===== src/logic/raster_pkg.sv =====
// shared constants and types for the polygon raster control stage
package raster_pkg;
    // =====================================================
    // datapath widths
    localparam int XY_W      = 12;   // window x and y
    localparam int Z_W       = 25;   // unsigned depth, 1.0 = 2^Z_FRAC
    localparam int Z_FRAC    = 24;
    localparam int SLOPE_W   = 26;   // signed depth slope, Z_FRAC fraction bits
    localparam int PARAM_W   = 16;   // signed factor and units
    localparam int FACTOR_FR = 8;    // fraction bits of the slope factor
    localparam int OFS_W     = 32;   // signed offset, Z_FRAC fraction bits
    localparam int EXP_W     = 6;    // signed max exponent of a float depth range
    localparam int MANT_BITS = 23;   // mantissa bits of a float depth buffer
    localparam int SAMPLES   = 4;    // coverage bits per pixel
    localparam int QUAL_W    = 2;    // interpolation qualifier flags
    // =====================================================
    // constants
    localparam logic [Z_W-1:0]     Z_ONE      = 25'h1000000;
    localparam logic [SLOPE_W-1:0] R_FIXED    = 26'h0000001;
    localparam logic [SLOPE_W-1:0] R_FLOOR    = 26'h0000001;
    localparam logic [PARAM_W-1:0] PARAM_INIT = 16'h0000;
    localparam logic [OFS_W-1:0]   OFS_MAX    = 32'h7fffffff;
    localparam logic [OFS_W-1:0]   OFS_MIN    = 32'h80000000;
    localparam logic [OFS_W-1:0]   OFS_ZERO   = 32'h00000000;
    localparam logic [SAMPLES-1:0] COV_FULL   = 4'hf;
    localparam logic [SAMPLES-1:0] COV_NONE   = 4'h0;
    // =====================================================
    // encodings
    typedef enum logic [1:0] {STYLE_POINT = 2'h0, STYLE_LINE = 2'h1, STYLE_FILL = 2'h2} raster_style_e;
    typedef enum logic [1:0] {FACE_FRONT = 2'h0, FACE_BACK = 2'h1, FACE_BOTH = 2'h2} face_e;
    // source tag of an incoming fragment
    typedef enum logic [1:0] {SRC_POINT = 2'h0, SRC_LINE = 2'h1, SRC_AREA = 2'h2} frag_src_e;
endpackage : raster_pkg


===== src/logic/offset_if.sv =====
// request and answer between the control stage and the offset calculator
`timescale 1ns/1ps
interface offset_if;
    import raster_pkg::*;
    logic                      start;
    logic signed [SLOPE_W-1:0] dzdx;
    logic signed [SLOPE_W-1:0] dzdy;
    logic signed [EXP_W-1:0]   zexp;
    logic                      is_float;
    logic signed [PARAM_W-1:0] factor;
    logic signed [PARAM_W-1:0] units;
    logic                      done;
    logic signed [OFS_W-1:0]   offset;
    modport ctrl (output start, dzdx, dzdy, zexp, is_float, factor, units, input done, offset);
    modport calc (input start, dzdx, dzdy, zexp, is_float, factor, units, output done, offset);
endinterface : offset_if


===== src/logic/depth_offset_calc.sv =====
// per-polygon depth offset calculator, two cycles from start to done
`timescale 1ns/1ps
module depth_offset_calc (
    input  wire logic clk,
    input  wire logic rst_n,
    offset_if.calc    ofs
);
    import raster_pkg::*;

    logic [SLOPE_W-1:0]         ax;
    logic [SLOPE_W-1:0]         ay;
    logic [SLOPE_W-1:0]         m_nxt;
    logic [SLOPE_W-1:0]         r_nxt;
    logic [SLOPE_W-1:0]         m_r;
    logic [SLOPE_W-1:0]         r_r;
    logic                       stage_r;
    logic signed [SLOPE_W+PARAM_W:0] pm;
    logic signed [SLOPE_W+PARAM_W:0] pr;
    logic signed [SLOPE_W+PARAM_W+1:0] sum;
    logic signed [OFS_W-1:0]    ofs_nxt;
    logic signed [OFS_W-1:0]    ofs_r;
    logic                       done_r;
    int                         sh;

    // =====================================================
    // slope and resolution
    always_comb begin
        sh = Z_FRAC + int'(ofs.zexp) - MANT_BITS;
        ax = ofs.dzdx[SLOPE_W-1] ? SLOPE_W'(-ofs.dzdx) : SLOPE_W'(ofs.dzdx);
        ay = ofs.dzdy[SLOPE_W-1] ? SLOPE_W'(-ofs.dzdy) : SLOPE_W'(ofs.dzdy);
        m_nxt = (ax > ay) ? ax : ay;
        if (!ofs.is_float) begin
            r_nxt = R_FIXED;
        end else if (sh <= 0) begin
            r_nxt = R_FLOOR;
        end else begin
            r_nxt = (sh < SLOPE_W) ? (R_FLOOR << sh[4:0]) : (R_FLOOR << (SLOPE_W-1));
        end
    end

    // first stage registers
    always_ff @(posedge clk) begin
        if (!rst_n) begin
            m_r     <= '0;
            r_r     <= '0;
            stage_r <= 1'b0;
        end else begin
            stage_r <= ofs.start;
            if (ofs.start) begin
                m_r <= m_nxt;
                r_r <= r_nxt;
            end
        end
    end

    // o = m * factor + r * units, saturated
    always_comb begin
        pm  = ((SLOPE_W+PARAM_W+1)'($signed({1'b0, m_r})) * (SLOPE_W+PARAM_W+1)'(ofs.factor)) >>> FACTOR_FR;
        pr  = (SLOPE_W+PARAM_W+1)'($signed({1'b0, r_r})) * (SLOPE_W+PARAM_W+1)'(ofs.units);
        sum = (SLOPE_W+PARAM_W+2)'(pm) + (SLOPE_W+PARAM_W+2)'(pr);
        if (sum > (SLOPE_W+PARAM_W+2)'($signed(OFS_MAX))) begin
            ofs_nxt = OFS_MAX;
        end else if (sum < (SLOPE_W+PARAM_W+2)'($signed(OFS_MIN))) begin
            ofs_nxt = OFS_MIN;
        end else begin
            ofs_nxt = OFS_W'(sum);
        end
    end

    // second stage: one offset per polygon
    always_ff @(posedge clk) begin
        if (!rst_n) begin
            ofs_r  <= '0;
            done_r <= 1'b0;
        end else begin
            done_r <= stage_r;
            if (stage_r) begin
                ofs_r <= ofs_nxt;
            end
        end
    end

    assign ofs.offset = ofs_r;
    assign ofs.done   = done_r;
endmodule : depth_offset_calc


===== src/logic/polygon_raster_ctrl.sv =====
// polygon rasterization control: style, culling, depth offset, clamp, coverage
`timescale 1ns/1ps
// What this block does
// - style writes are taken only with the both-faces selector; apply to both faces
// - point style passes only vertex point fragments, no interior or edge ones
// - line style passes only fragments from the edge line rasterizer
// - fill passes area fragments; style is applied after culling, at polygon start
// - area antialias only in fill; point and line use their own antialias enables
// - one offset per polygon, added to every fragment when enabled for its style
// - offset is max slope times factor plus resolution times units, both signed
// - max slope approximated as larger absolute depth derivative
// - fixed depth buffer uses one constant minimum resolvable difference
// - float depth buffer resolution is two to the exponent minus mantissa bits
// - offsets of one resolution step stay distinct in fragment depth
// - fixed depth slope and offset work on depth normalized to zero..one
// - three separate offset enables for point, line and fill styles
// - fragment depth clamped to zero..one after offset addition
// - depth clamp applies also for a float depth buffer
// - multisample emits a fragment when at least one sample is covered
// - culled polygons under multisample produce no fragments
// - coverage bit is one exactly when its sample passes point sampling
// - per-sample data evaluated at sample location, sharing allowed
// - flat and perspective-free qualifiers pass unchanged under multisample
// - multisample polygon algorithm only in fill; others use point or line rules
// - reset gives smoothing off, fill style, zero factor and units, offsets off
// - front drawn if cull off or discard back; back if cull off or discard front
module polygon_raster_ctrl (
    input  wire logic                          SYS_CLK,
    input  wire logic                          RST_N,
    // state writes
    input  wire logic                          STYLE_WR,
    input  wire logic [1:0]                    STYLE_FACE,
    input  wire raster_pkg::raster_style_e     STYLE_VAL,
    output logic                               STYLE_REJECT,
    input  wire logic                          PARAM_WR,
    input  wire logic [raster_pkg::PARAM_W-1:0] FACTOR_IN,
    input  wire logic [raster_pkg::PARAM_W-1:0] UNITS_IN,
    input  wire logic                          ENABLE_WR,
    input  wire logic                          AREA_AA_IN,
    input  wire logic [2:0]                    OFFSET_EN_IN,
    // static controls
    input  wire logic                          FACE_CULL_ENABLE,
    input  wire raster_pkg::face_e             FACE_DISCARD_SELECT,
    input  wire logic                          POINT_AA_ENABLE,
    input  wire logic                          LINE_AA_ENABLE,
    input  wire logic                          MULTISAMPLE_ENABLE,
    input  wire logic                          SAMPLE_BUFFERS_ONE,
    input  wire logic                          DEPTH_IS_FLOAT,
    // current state view
    output raster_pkg::raster_style_e          RASTER_STYLE_SELECT,
    output logic                               AREA_ANTIALIAS_ENABLE,
    output logic [2:0]                         OFFSET_ENABLES,
    output logic [raster_pkg::PARAM_W-1:0]     FACTOR_OUT,
    output logic [raster_pkg::PARAM_W-1:0]     UNITS_OUT,
    // polygon header in
    input  wire logic                          POLY_VALID,
    output logic                               POLY_READY,
    input  wire logic                          POLY_FRONT,
    input  wire logic [raster_pkg::SLOPE_W-1:0] POLY_DZDX,
    input  wire logic [raster_pkg::SLOPE_W-1:0] POLY_DZDY,
    input  wire logic [raster_pkg::EXP_W-1:0]  POLY_ZEXP,
    // per-polygon routing to the sub-rasterizers
    output logic                               PATH_POINT,
    output logic                               PATH_LINE,
    output logic                               PATH_AREA,
    output logic                               PATH_AA,
    output logic                               PATH_MS,
    output logic                               POLY_CULLED,
    // fragment in
    input  wire logic                          FRAG_VALID,
    output logic                               FRAG_READY,
    input  wire raster_pkg::frag_src_e         FRAG_SRC,
    input  wire logic                          FRAG_LAST,
    input  wire logic [raster_pkg::XY_W-1:0]   FRAG_X,
    input  wire logic [raster_pkg::XY_W-1:0]   FRAG_Y,
    input  wire logic [raster_pkg::Z_W-1:0]    FRAG_Z,
    input  wire logic                          FRAG_CENTER_HIT,
    input  wire logic [raster_pkg::SAMPLES-1:0] FRAG_SAMPLE_HIT,
    input  wire logic [raster_pkg::QUAL_W-1:0] FRAG_QUAL,
    // fragment out
    output logic                               OUT_VALID,
    input  wire logic                          OUT_READY,
    output logic [raster_pkg::XY_W-1:0]        OUT_X,
    output logic [raster_pkg::XY_W-1:0]        OUT_Y,
    output logic [raster_pkg::Z_W-1:0]         OUT_Z,
    output logic [raster_pkg::SAMPLES-1:0]     OUT_COVERAGE,
    output logic [raster_pkg::QUAL_W-1:0]      OUT_QUAL,
    output logic                               OUT_SAMPLE_EVAL
);
    import raster_pkg::*;

    typedef enum logic [2:0] {
        ST_IDLE   = 3'b001,
        ST_OFFSET = 3'b010,
        ST_STREAM = 3'b100
    } state_e;

    state_e                    state_r;
    raster_style_e             style_r;
    logic                      area_aa_r;
    logic [2:0]                ofs_en_r;
    logic [PARAM_W-1:0]        factor_r;
    logic [PARAM_W-1:0]        units_r;
    logic                      reject_r;
    // per-polygon latched state
    raster_style_e             poly_style_r;
    logic                      poly_culled_r;
    logic                      poly_aa_r;
    logic                      poly_ms_r;
    logic                      poly_ofs_en_r;
    logic [SLOPE_W-1:0]        dzdx_r;
    logic [SLOPE_W-1:0]        dzdy_r;
    logic [EXP_W-1:0]          zexp_r;
    logic signed [OFS_W-1:0]   poly_ofs_r;
    logic                      start_r;
    // fragment path
    logic                      poly_take;
    logic                      frag_take;
    logic                      src_ok;
    logic                      hit_ok;
    logic                      keep;
    logic [SAMPLES-1:0]        cov_nxt;
    logic signed [OFS_W:0]     zsum;
    logic [Z_W-1:0]            z_nxt;
    logic                      culled_nxt;
    logic                      ms_nxt;
    logic                      aa_nxt;
    logic                      en_nxt;
    logic                      out_valid_r;
    logic [XY_W-1:0]           out_x_r;
    logic [XY_W-1:0]           out_y_r;
    logic [Z_W-1:0]            out_z_r;
    logic [SAMPLES-1:0]        out_cov_r;
    logic [QUAL_W-1:0]         out_qual_r;
    logic                      out_seval_r;

    offset_if ofs ();

    // =====================================================
    // offset calculator
    depth_offset_calc u_calc (
        .clk   (SYS_CLK),
        .rst_n (RST_N),
        .ofs   (ofs.calc)
    );

    assign ofs.start    = start_r;
    assign ofs.dzdx     = $signed(dzdx_r);
    assign ofs.dzdy     = $signed(dzdy_r);
    assign ofs.zexp     = $signed(zexp_r);
    assign ofs.is_float = DEPTH_IS_FLOAT;
    assign ofs.factor   = $signed(factor_r);
    assign ofs.units    = $signed(units_r);

    // =====================================================
    // style state: only the both-faces selector is accepted
    always_ff @(posedge SYS_CLK) begin
        if (!RST_N) begin
            style_r  <= STYLE_FILL;
            reject_r <= 1'b0;
        end else begin
            reject_r <= STYLE_WR && (STYLE_FACE != FACE_BOTH);
            if (STYLE_WR && STYLE_FACE == FACE_BOTH) begin
                style_r <= STYLE_VAL;
            end
        end
    end

    // offset parameters
    always_ff @(posedge SYS_CLK) begin
        if (!RST_N) begin
            factor_r <= PARAM_INIT;
            units_r  <= PARAM_INIT;
        end else if (PARAM_WR) begin
            factor_r <= FACTOR_IN;
            units_r  <= UNITS_IN;
        end
    end

    // antialias and offset enables
    always_ff @(posedge SYS_CLK) begin
        if (!RST_N) begin
            area_aa_r <= 1'b0;
            ofs_en_r  <= 3'h0;
        end else if (ENABLE_WR) begin
            area_aa_r <= AREA_AA_IN;
            ofs_en_r  <= OFFSET_EN_IN;
        end
    end

    // =====================================================
    // per-polygon decisions taken from the header
    always_comb begin
        unique case (FACE_DISCARD_SELECT)
            FACE_FRONT: culled_nxt = FACE_CULL_ENABLE && POLY_FRONT;
            FACE_BACK:  culled_nxt = FACE_CULL_ENABLE && !POLY_FRONT;
            default:    culled_nxt = FACE_CULL_ENABLE;
        endcase
        unique case (style_r)
            STYLE_POINT: begin
                aa_nxt = POINT_AA_ENABLE;
                en_nxt = ofs_en_r[0];
            end
            STYLE_LINE: begin
                aa_nxt = LINE_AA_ENABLE;
                en_nxt = ofs_en_r[1];
            end
            default: begin
                aa_nxt = area_aa_r;
                en_nxt = ofs_en_r[2];
            end
        endcase
        ms_nxt = MULTISAMPLE_ENABLE && SAMPLE_BUFFERS_ONE && (style_r == STYLE_FILL);
    end

    assign poly_take = POLY_VALID && (state_r == ST_IDLE);

    // latch polygon state once culling is known
    always_ff @(posedge SYS_CLK) begin
        if (!RST_N) begin
            poly_style_r  <= STYLE_FILL;
            poly_culled_r <= 1'b0;
            poly_aa_r     <= 1'b0;
            poly_ms_r     <= 1'b0;
            poly_ofs_en_r <= 1'b0;
            dzdx_r        <= '0;
            dzdy_r        <= '0;
            zexp_r        <= '0;
        end else if (poly_take) begin
            poly_style_r  <= style_r;
            poly_culled_r <= culled_nxt;
            poly_aa_r     <= aa_nxt;
            poly_ms_r     <= ms_nxt;
            poly_ofs_en_r <= en_nxt;
            dzdx_r        <= POLY_DZDX;
            dzdy_r        <= POLY_DZDY;
            zexp_r        <= POLY_ZEXP;
        end
    end

    // =====================================================
    // polygon sequencing
    always_ff @(posedge SYS_CLK) begin
        if (!RST_N) begin
            state_r <= ST_IDLE;
            start_r <= 1'b0;
        end else begin
            start_r <= poly_take;
            unique case (state_r)
                ST_IDLE: begin
                    if (poly_take) begin
                        state_r <= ST_OFFSET;
                    end
                end
                ST_OFFSET: begin
                    if (ofs.done) begin
                        state_r <= ST_STREAM;
                    end
                end
                ST_STREAM: begin
                    if (frag_take && FRAG_LAST) begin
                        state_r <= ST_IDLE;
                    end
                end
                default: state_r <= ST_IDLE;
            endcase
        end
    end

    // offset held for the whole polygon
    always_ff @(posedge SYS_CLK) begin
        if (!RST_N) begin
            poly_ofs_r <= '0;
        end else if (ofs.done) begin
            poly_ofs_r <= poly_ofs_en_r ? ofs.offset : $signed(OFS_ZERO);
        end
    end

    // =====================================================
    // fragment filtering, offset and clamp
    assign frag_take = FRAG_VALID && FRAG_READY;

    always_comb begin
        unique case (poly_style_r)
            STYLE_POINT: src_ok = (FRAG_SRC == SRC_POINT);
            STYLE_LINE:  src_ok = (FRAG_SRC == SRC_LINE);
            default:     src_ok = (FRAG_SRC == SRC_AREA);
        endcase
        if (poly_ms_r) begin
            cov_nxt = FRAG_SAMPLE_HIT;
            hit_ok  = (FRAG_SAMPLE_HIT != COV_NONE);
        end else begin
            cov_nxt = FRAG_CENTER_HIT ? COV_FULL : COV_NONE;
            hit_ok  = FRAG_CENTER_HIT;
        end
        keep = src_ok && hit_ok && !poly_culled_r;
        zsum = (OFS_W+1)'($signed({1'b0, FRAG_Z})) + (OFS_W+1)'(poly_ofs_r);
        if (zsum < 0) begin
            z_nxt = '0;
        end else if (zsum > (OFS_W+1)'($signed({1'b0, Z_ONE}))) begin
            z_nxt = Z_ONE;
        end else begin
            z_nxt = Z_W'(zsum);
        end
    end

    // output stage: one fragment register with ready pass-back
    always_ff @(posedge SYS_CLK) begin
        if (!RST_N) begin
            out_valid_r <= 1'b0;
        end else if (frag_take) begin
            out_valid_r <= keep;
        end else if (OUT_READY) begin
            out_valid_r <= 1'b0;
        end
    end

    // fragment data
    always_ff @(posedge SYS_CLK) begin
        if (!RST_N) begin
            out_x_r     <= '0;
            out_y_r     <= '0;
            out_z_r     <= '0;
            out_cov_r   <= '0;
            out_qual_r  <= '0;
            out_seval_r <= 1'b0;
        end else if (frag_take && keep) begin
            out_x_r     <= FRAG_X;
            out_y_r     <= FRAG_Y;
            out_z_r     <= z_nxt;
            out_cov_r   <= cov_nxt;
            out_qual_r  <= FRAG_QUAL;
            out_seval_r <= poly_ms_r;
        end
    end

    // =====================================================
    // outputs
    assign FRAG_READY            = (state_r == ST_STREAM) && (!out_valid_r || OUT_READY);
    assign POLY_READY            = (state_r == ST_IDLE);
    assign STYLE_REJECT          = reject_r;
    assign RASTER_STYLE_SELECT   = style_r;
    assign AREA_ANTIALIAS_ENABLE = area_aa_r;
    assign OFFSET_ENABLES        = ofs_en_r;
    assign FACTOR_OUT            = factor_r;
    assign UNITS_OUT             = units_r;
    assign PATH_POINT            = (poly_style_r == STYLE_POINT);
    assign PATH_LINE             = (poly_style_r == STYLE_LINE);
    assign PATH_AREA             = (poly_style_r == STYLE_FILL);
    assign PATH_AA               = poly_aa_r;
    assign PATH_MS               = poly_ms_r;
    assign POLY_CULLED           = poly_culled_r;
    assign OUT_VALID             = out_valid_r;
    assign OUT_X                 = out_x_r;
    assign OUT_Y                 = out_y_r;
    assign OUT_Z                 = out_z_r;
    assign OUT_COVERAGE          = out_cov_r;
    assign OUT_QUAL              = out_qual_r;
    assign OUT_SAMPLE_EVAL       = out_seval_r;
endmodule : polygon_raster_ctrl


===== config.mk =====
export PLATFORM = sky130hd
export DESIGN_NAME = polygon_raster_ctrl
export DESIGN_NICKNAME = d
export VERILOG_FILES = /design/src/logic/raster_pkg.sv /design/src/logic/offset_if.sv /design/src/logic/depth_offset_calc.sv /design/src/logic/polygon_raster_ctrl.sv
export SDC_FILE = /design/constraint.sdc
export NUM_CORES = 2
export LEC_CHECK = 0
export ABC_AREA = 1
export BUFFER_PORTS_ARGS = -buffer_cell sky130_fd_sc_hd__buf_2
export CAP_MARGIN = 30
export CORE_UTILIZATION = 60
export DETAILED_ROUTE_END_ITERATION = 12
export GPL_ROUTABILITY_DRIVEN = 0
export PLACE_DENSITY = 0.88
export REMOVE_ABC_BUFFERS = 1
export SYNTH_ARGS = -nofsm -noshare
export SYNTH_HDL_FRONTEND = slang
export SYNTH_HIERARCHICAL = 1
export SYNTH_SLANG_ARGS = --single-unit

===== constraint.sdc =====
create_clock -name SYS_CLK -period 18.8 [get_ports SYS_CLK]
set_input_delay 2.82 -clock SYS_CLK [delete_from_list [all_inputs] [get_ports SYS_CLK]]
set_output_delay 2.82 -clock SYS_CLK [all_outputs]
set_load 0.005 [all_outputs]

==> out/metrics.yaml <==
outcome:
  status: "completed"
cells_and_area:
  synthToLayoutAreaGrowth_pct: 6.94
  nFillCells: 6124
  fin_util_pct: 64.9
  num-nets-final: 7745
  layout_common_cells: "nand2_1, inv_1, fa_1, nor2_1, ha_1"
  drive_above_1_share_pct: 9.50
  final_common_cell: "nand2_1"
  fin_area_um2: 49400
synth:
  syn-cell-area_um2: 46200
  synth-seq-cells: 282
  synth_cells: 6437
  ys.warnings.count: 6
  avgSynthCellArea_um2: 7.17
  synth_cell_types: 55
  yosysSeqAreaShare_pct: 12.2
routing:
  drc: 0
  routed_wirelength_mm: 129
  firstDrtPassIters: 7
  initialDrtViolationCount: 4023
  ant_nets: 0
  vias_per_cell: 5.51
  vias: 41735
  avgRoutedWirePerCell_um: 17.0
die:
  initial_core_util_pct: 60.7
  coreArea_um2: 76100
  rows: 101
  ios: 278
  die_w_um: 279
  die_area_um2: 78100
  die_y_um: 279
clock_tree:
  ctsHtreeMaxLevel: 2
  clock_sinks: 282
  cts_root_buf: "clkbuf_16"
  post_cts_buffers: 0
  cts_resized: 0
  cts_buffer_depth: 3
  cts_tree: "done"
  cts_buffers: 37
  clk_latency_ns: 0.57
  clk_pin_slew_worst_paths_ns: 0.06
  hold_buffers: 0
sta:
  rsz0062_at_grt: "no"
  finClkSkew_ns: 0.0231
  clock.fmax_ghz: 0.0848
  finalHoldViolCount: 0
  min_period_ns: 11.79
  max_slew_margin_pct: 28.9
  drv_slew: 0
  post-route-period-util_pct: 62.7
  whs_ns: 0.461
  setup_viol_count_final: 0
  fin_ws_ns: 7.01
  setup_tns_ns: 0
  tightest_slew_ns: 1.06
global_routing:
  grt_max_degree: 72
  grt_pass1_wl_mm: 209
  grt_use_total_pct: 33.3
  grt_pass1_vias: 42749
  antenna_found_initial: 4
  grt-ovfl-total: 0
setup_path:
  rrSetupSlack_ns: 7.01
  cpMaxStageDelayCell: "dfxtp_1"
  cpPeakStageDelay_ns: 0.99
  rr_worst_depth: 44
  cp_data_required_time_ns: 19.24
  arrival_ns: 12.23
  start_kind: "flip-flop"
  crit_path_max_fanout: 18
  critical-path-top-delay-family: "adder cells"
  worst_setup_path_end_kind: "flip-flop"
  path_common_cell: "fa_1"
  cp_num_buf_inv: 10
  path_class: "reg -> reg"
  crit_cells: 44
placed_design:
  hpwl_mm: 101
  io_buffers: 277
  placed_area_um2: 48200
  pre_cts_slack_ns: 7.35
worst_hold_path:
  hold_depth: 2
  hp-class: "reg -> reg"
run:
  cap_violations: 0
power:
  leakage_nw: 27.4
  p_per_area_nw_per_um2: 64.1
  peakVddDrop_mv: 0.0804
metrics by stage:
step / std cells / power [mW]
finish: 7571 / 3.17
global route: 7571 / 3.38
CTS: 7568 / 3.13
detailed placement: 7501 / 2.43
global placement: 7492 / 2.36
floorplan: 6139 / 1.91
state kept, by name, summed over array words and instances, names as in the netlist, 3 cells and up:
register / cells
poly_ofs_r: 32
state_r: 3
dzdx_r: 26
OUT_COVERAGE: 4
OUT_Y: 12
u_calc/m_r: 26
u_calc/r_r: 26
dzdy_r: 26
FACTOR_OUT: 16
u_calc/ofs.offset: 32
OUT_X: 12
OFFSET_ENABLES: 3
UNITS_OUT: 16
OUT_Z: 25
ofs.zexp: 6
cell families after synthesis:
group           Yosys count  share of synthesized area, %
buf+inv                1881                          15.5
flops                   282                          12.2
simple gates           2525                          22.8
compound gates          572                          6.87
xor+xnor                117                          2.25
fa+ha+maj              1060                          40.3
synth_stat cells, drive strengths merged:
cell type	count	share of area (%)
a2111oi	1	0.019
a21boi	5	0.081
a21o	3	0.049
a21oi	281	3.4
a221oi	1	0.019
a311oi	2	0.038
a31oi	23	0.31
a41oi	3	0.057
and2	2	0.027
and3	4	0.054
buf	22	0.43
clkbuf	276	2.2
clkinv	9	0.073
dfxtp	282	12
fa	712	31
ha	348	9.4
inv	1574	13
nand2	1634	14
nand2b	1	0.014
nand3	197	2.2
nand3b	25	0.41
nand4	58	0.79
nor2	506	4.3
nor3	37	0.47
nor3b	2	0.033
nor4	11	0.15
o211ai	5	0.081
o21a	8	0.13
o21ai	224	2.4
o21bai	11	0.18
o31ai	4	0.065
o41ai	1	0.019
or2	48	0.65
xnor2	40	0.76
xor2	77	1.5
area by class of cell:
type	instances	area, µm²	share of cell area (%)
inverters	1583	5940	12.0
diodes	2	5.00	0.0101
well taps	1030	1290	2.61
multi-input cells	4274	33400	67.6
clock inverters	20	165	0.335
flip-flops and latches	282	5650	11.4
clock buffers	47	1010	2.05
repair buffers	333	1950	3.96
worst reg2reg max path: cells and delay by family (launching register included):
family / cells / cell delay, ns
adder cells (fa/ha/maj): 13 / 6.04
AND/OR/NAND/NOR: 17 / 2.25
buffers and inverters: 10 / 0.98
AO/OA/AOI/OAI: 3 / 1.12
flip-flops: 1 / 0.99
XOR/XNOR: 1 / 0.28
metal layers:
| metal | GRT usage [%] | routed length (µm) | vias to the layer above |
|---|---|---|---|
| li1 | - | - | 19091 |
| met1 | 40.3 | 47200 | 19560 |
| met2 | 54.9 | 59500 | 2496 |
| met3 | 7.22 | 14100 | 586 |
| met4 | 18.8 | 8250 | 2 |
| met5 | 0 | 13 | - |
power by group:
| group | switching, mW | internal, mW | total [mW] |
|---|---|---|---|
| Clock | 0.306 | 0.391 | 0.696 |
| Sequential | 0.0858 | 0.633 | 0.719 |
| Combinational | 1.13 | 0.617 | 1.75 |
final timing paths:
| path | endpoint | startpoint |
|---|---|---|
| max | u_calc/ofs.offset[14] | u_calc/m_r[8] |
| min | OUT_Z[15] | OUT_Z[15] |
| max reg2reg | u_calc/ofs.offset[14] | u_calc/m_r[8] |
| min reg2reg | OUT_Z[15] | OUT_Z[15] |
Power figures use the tool's default switching activity.
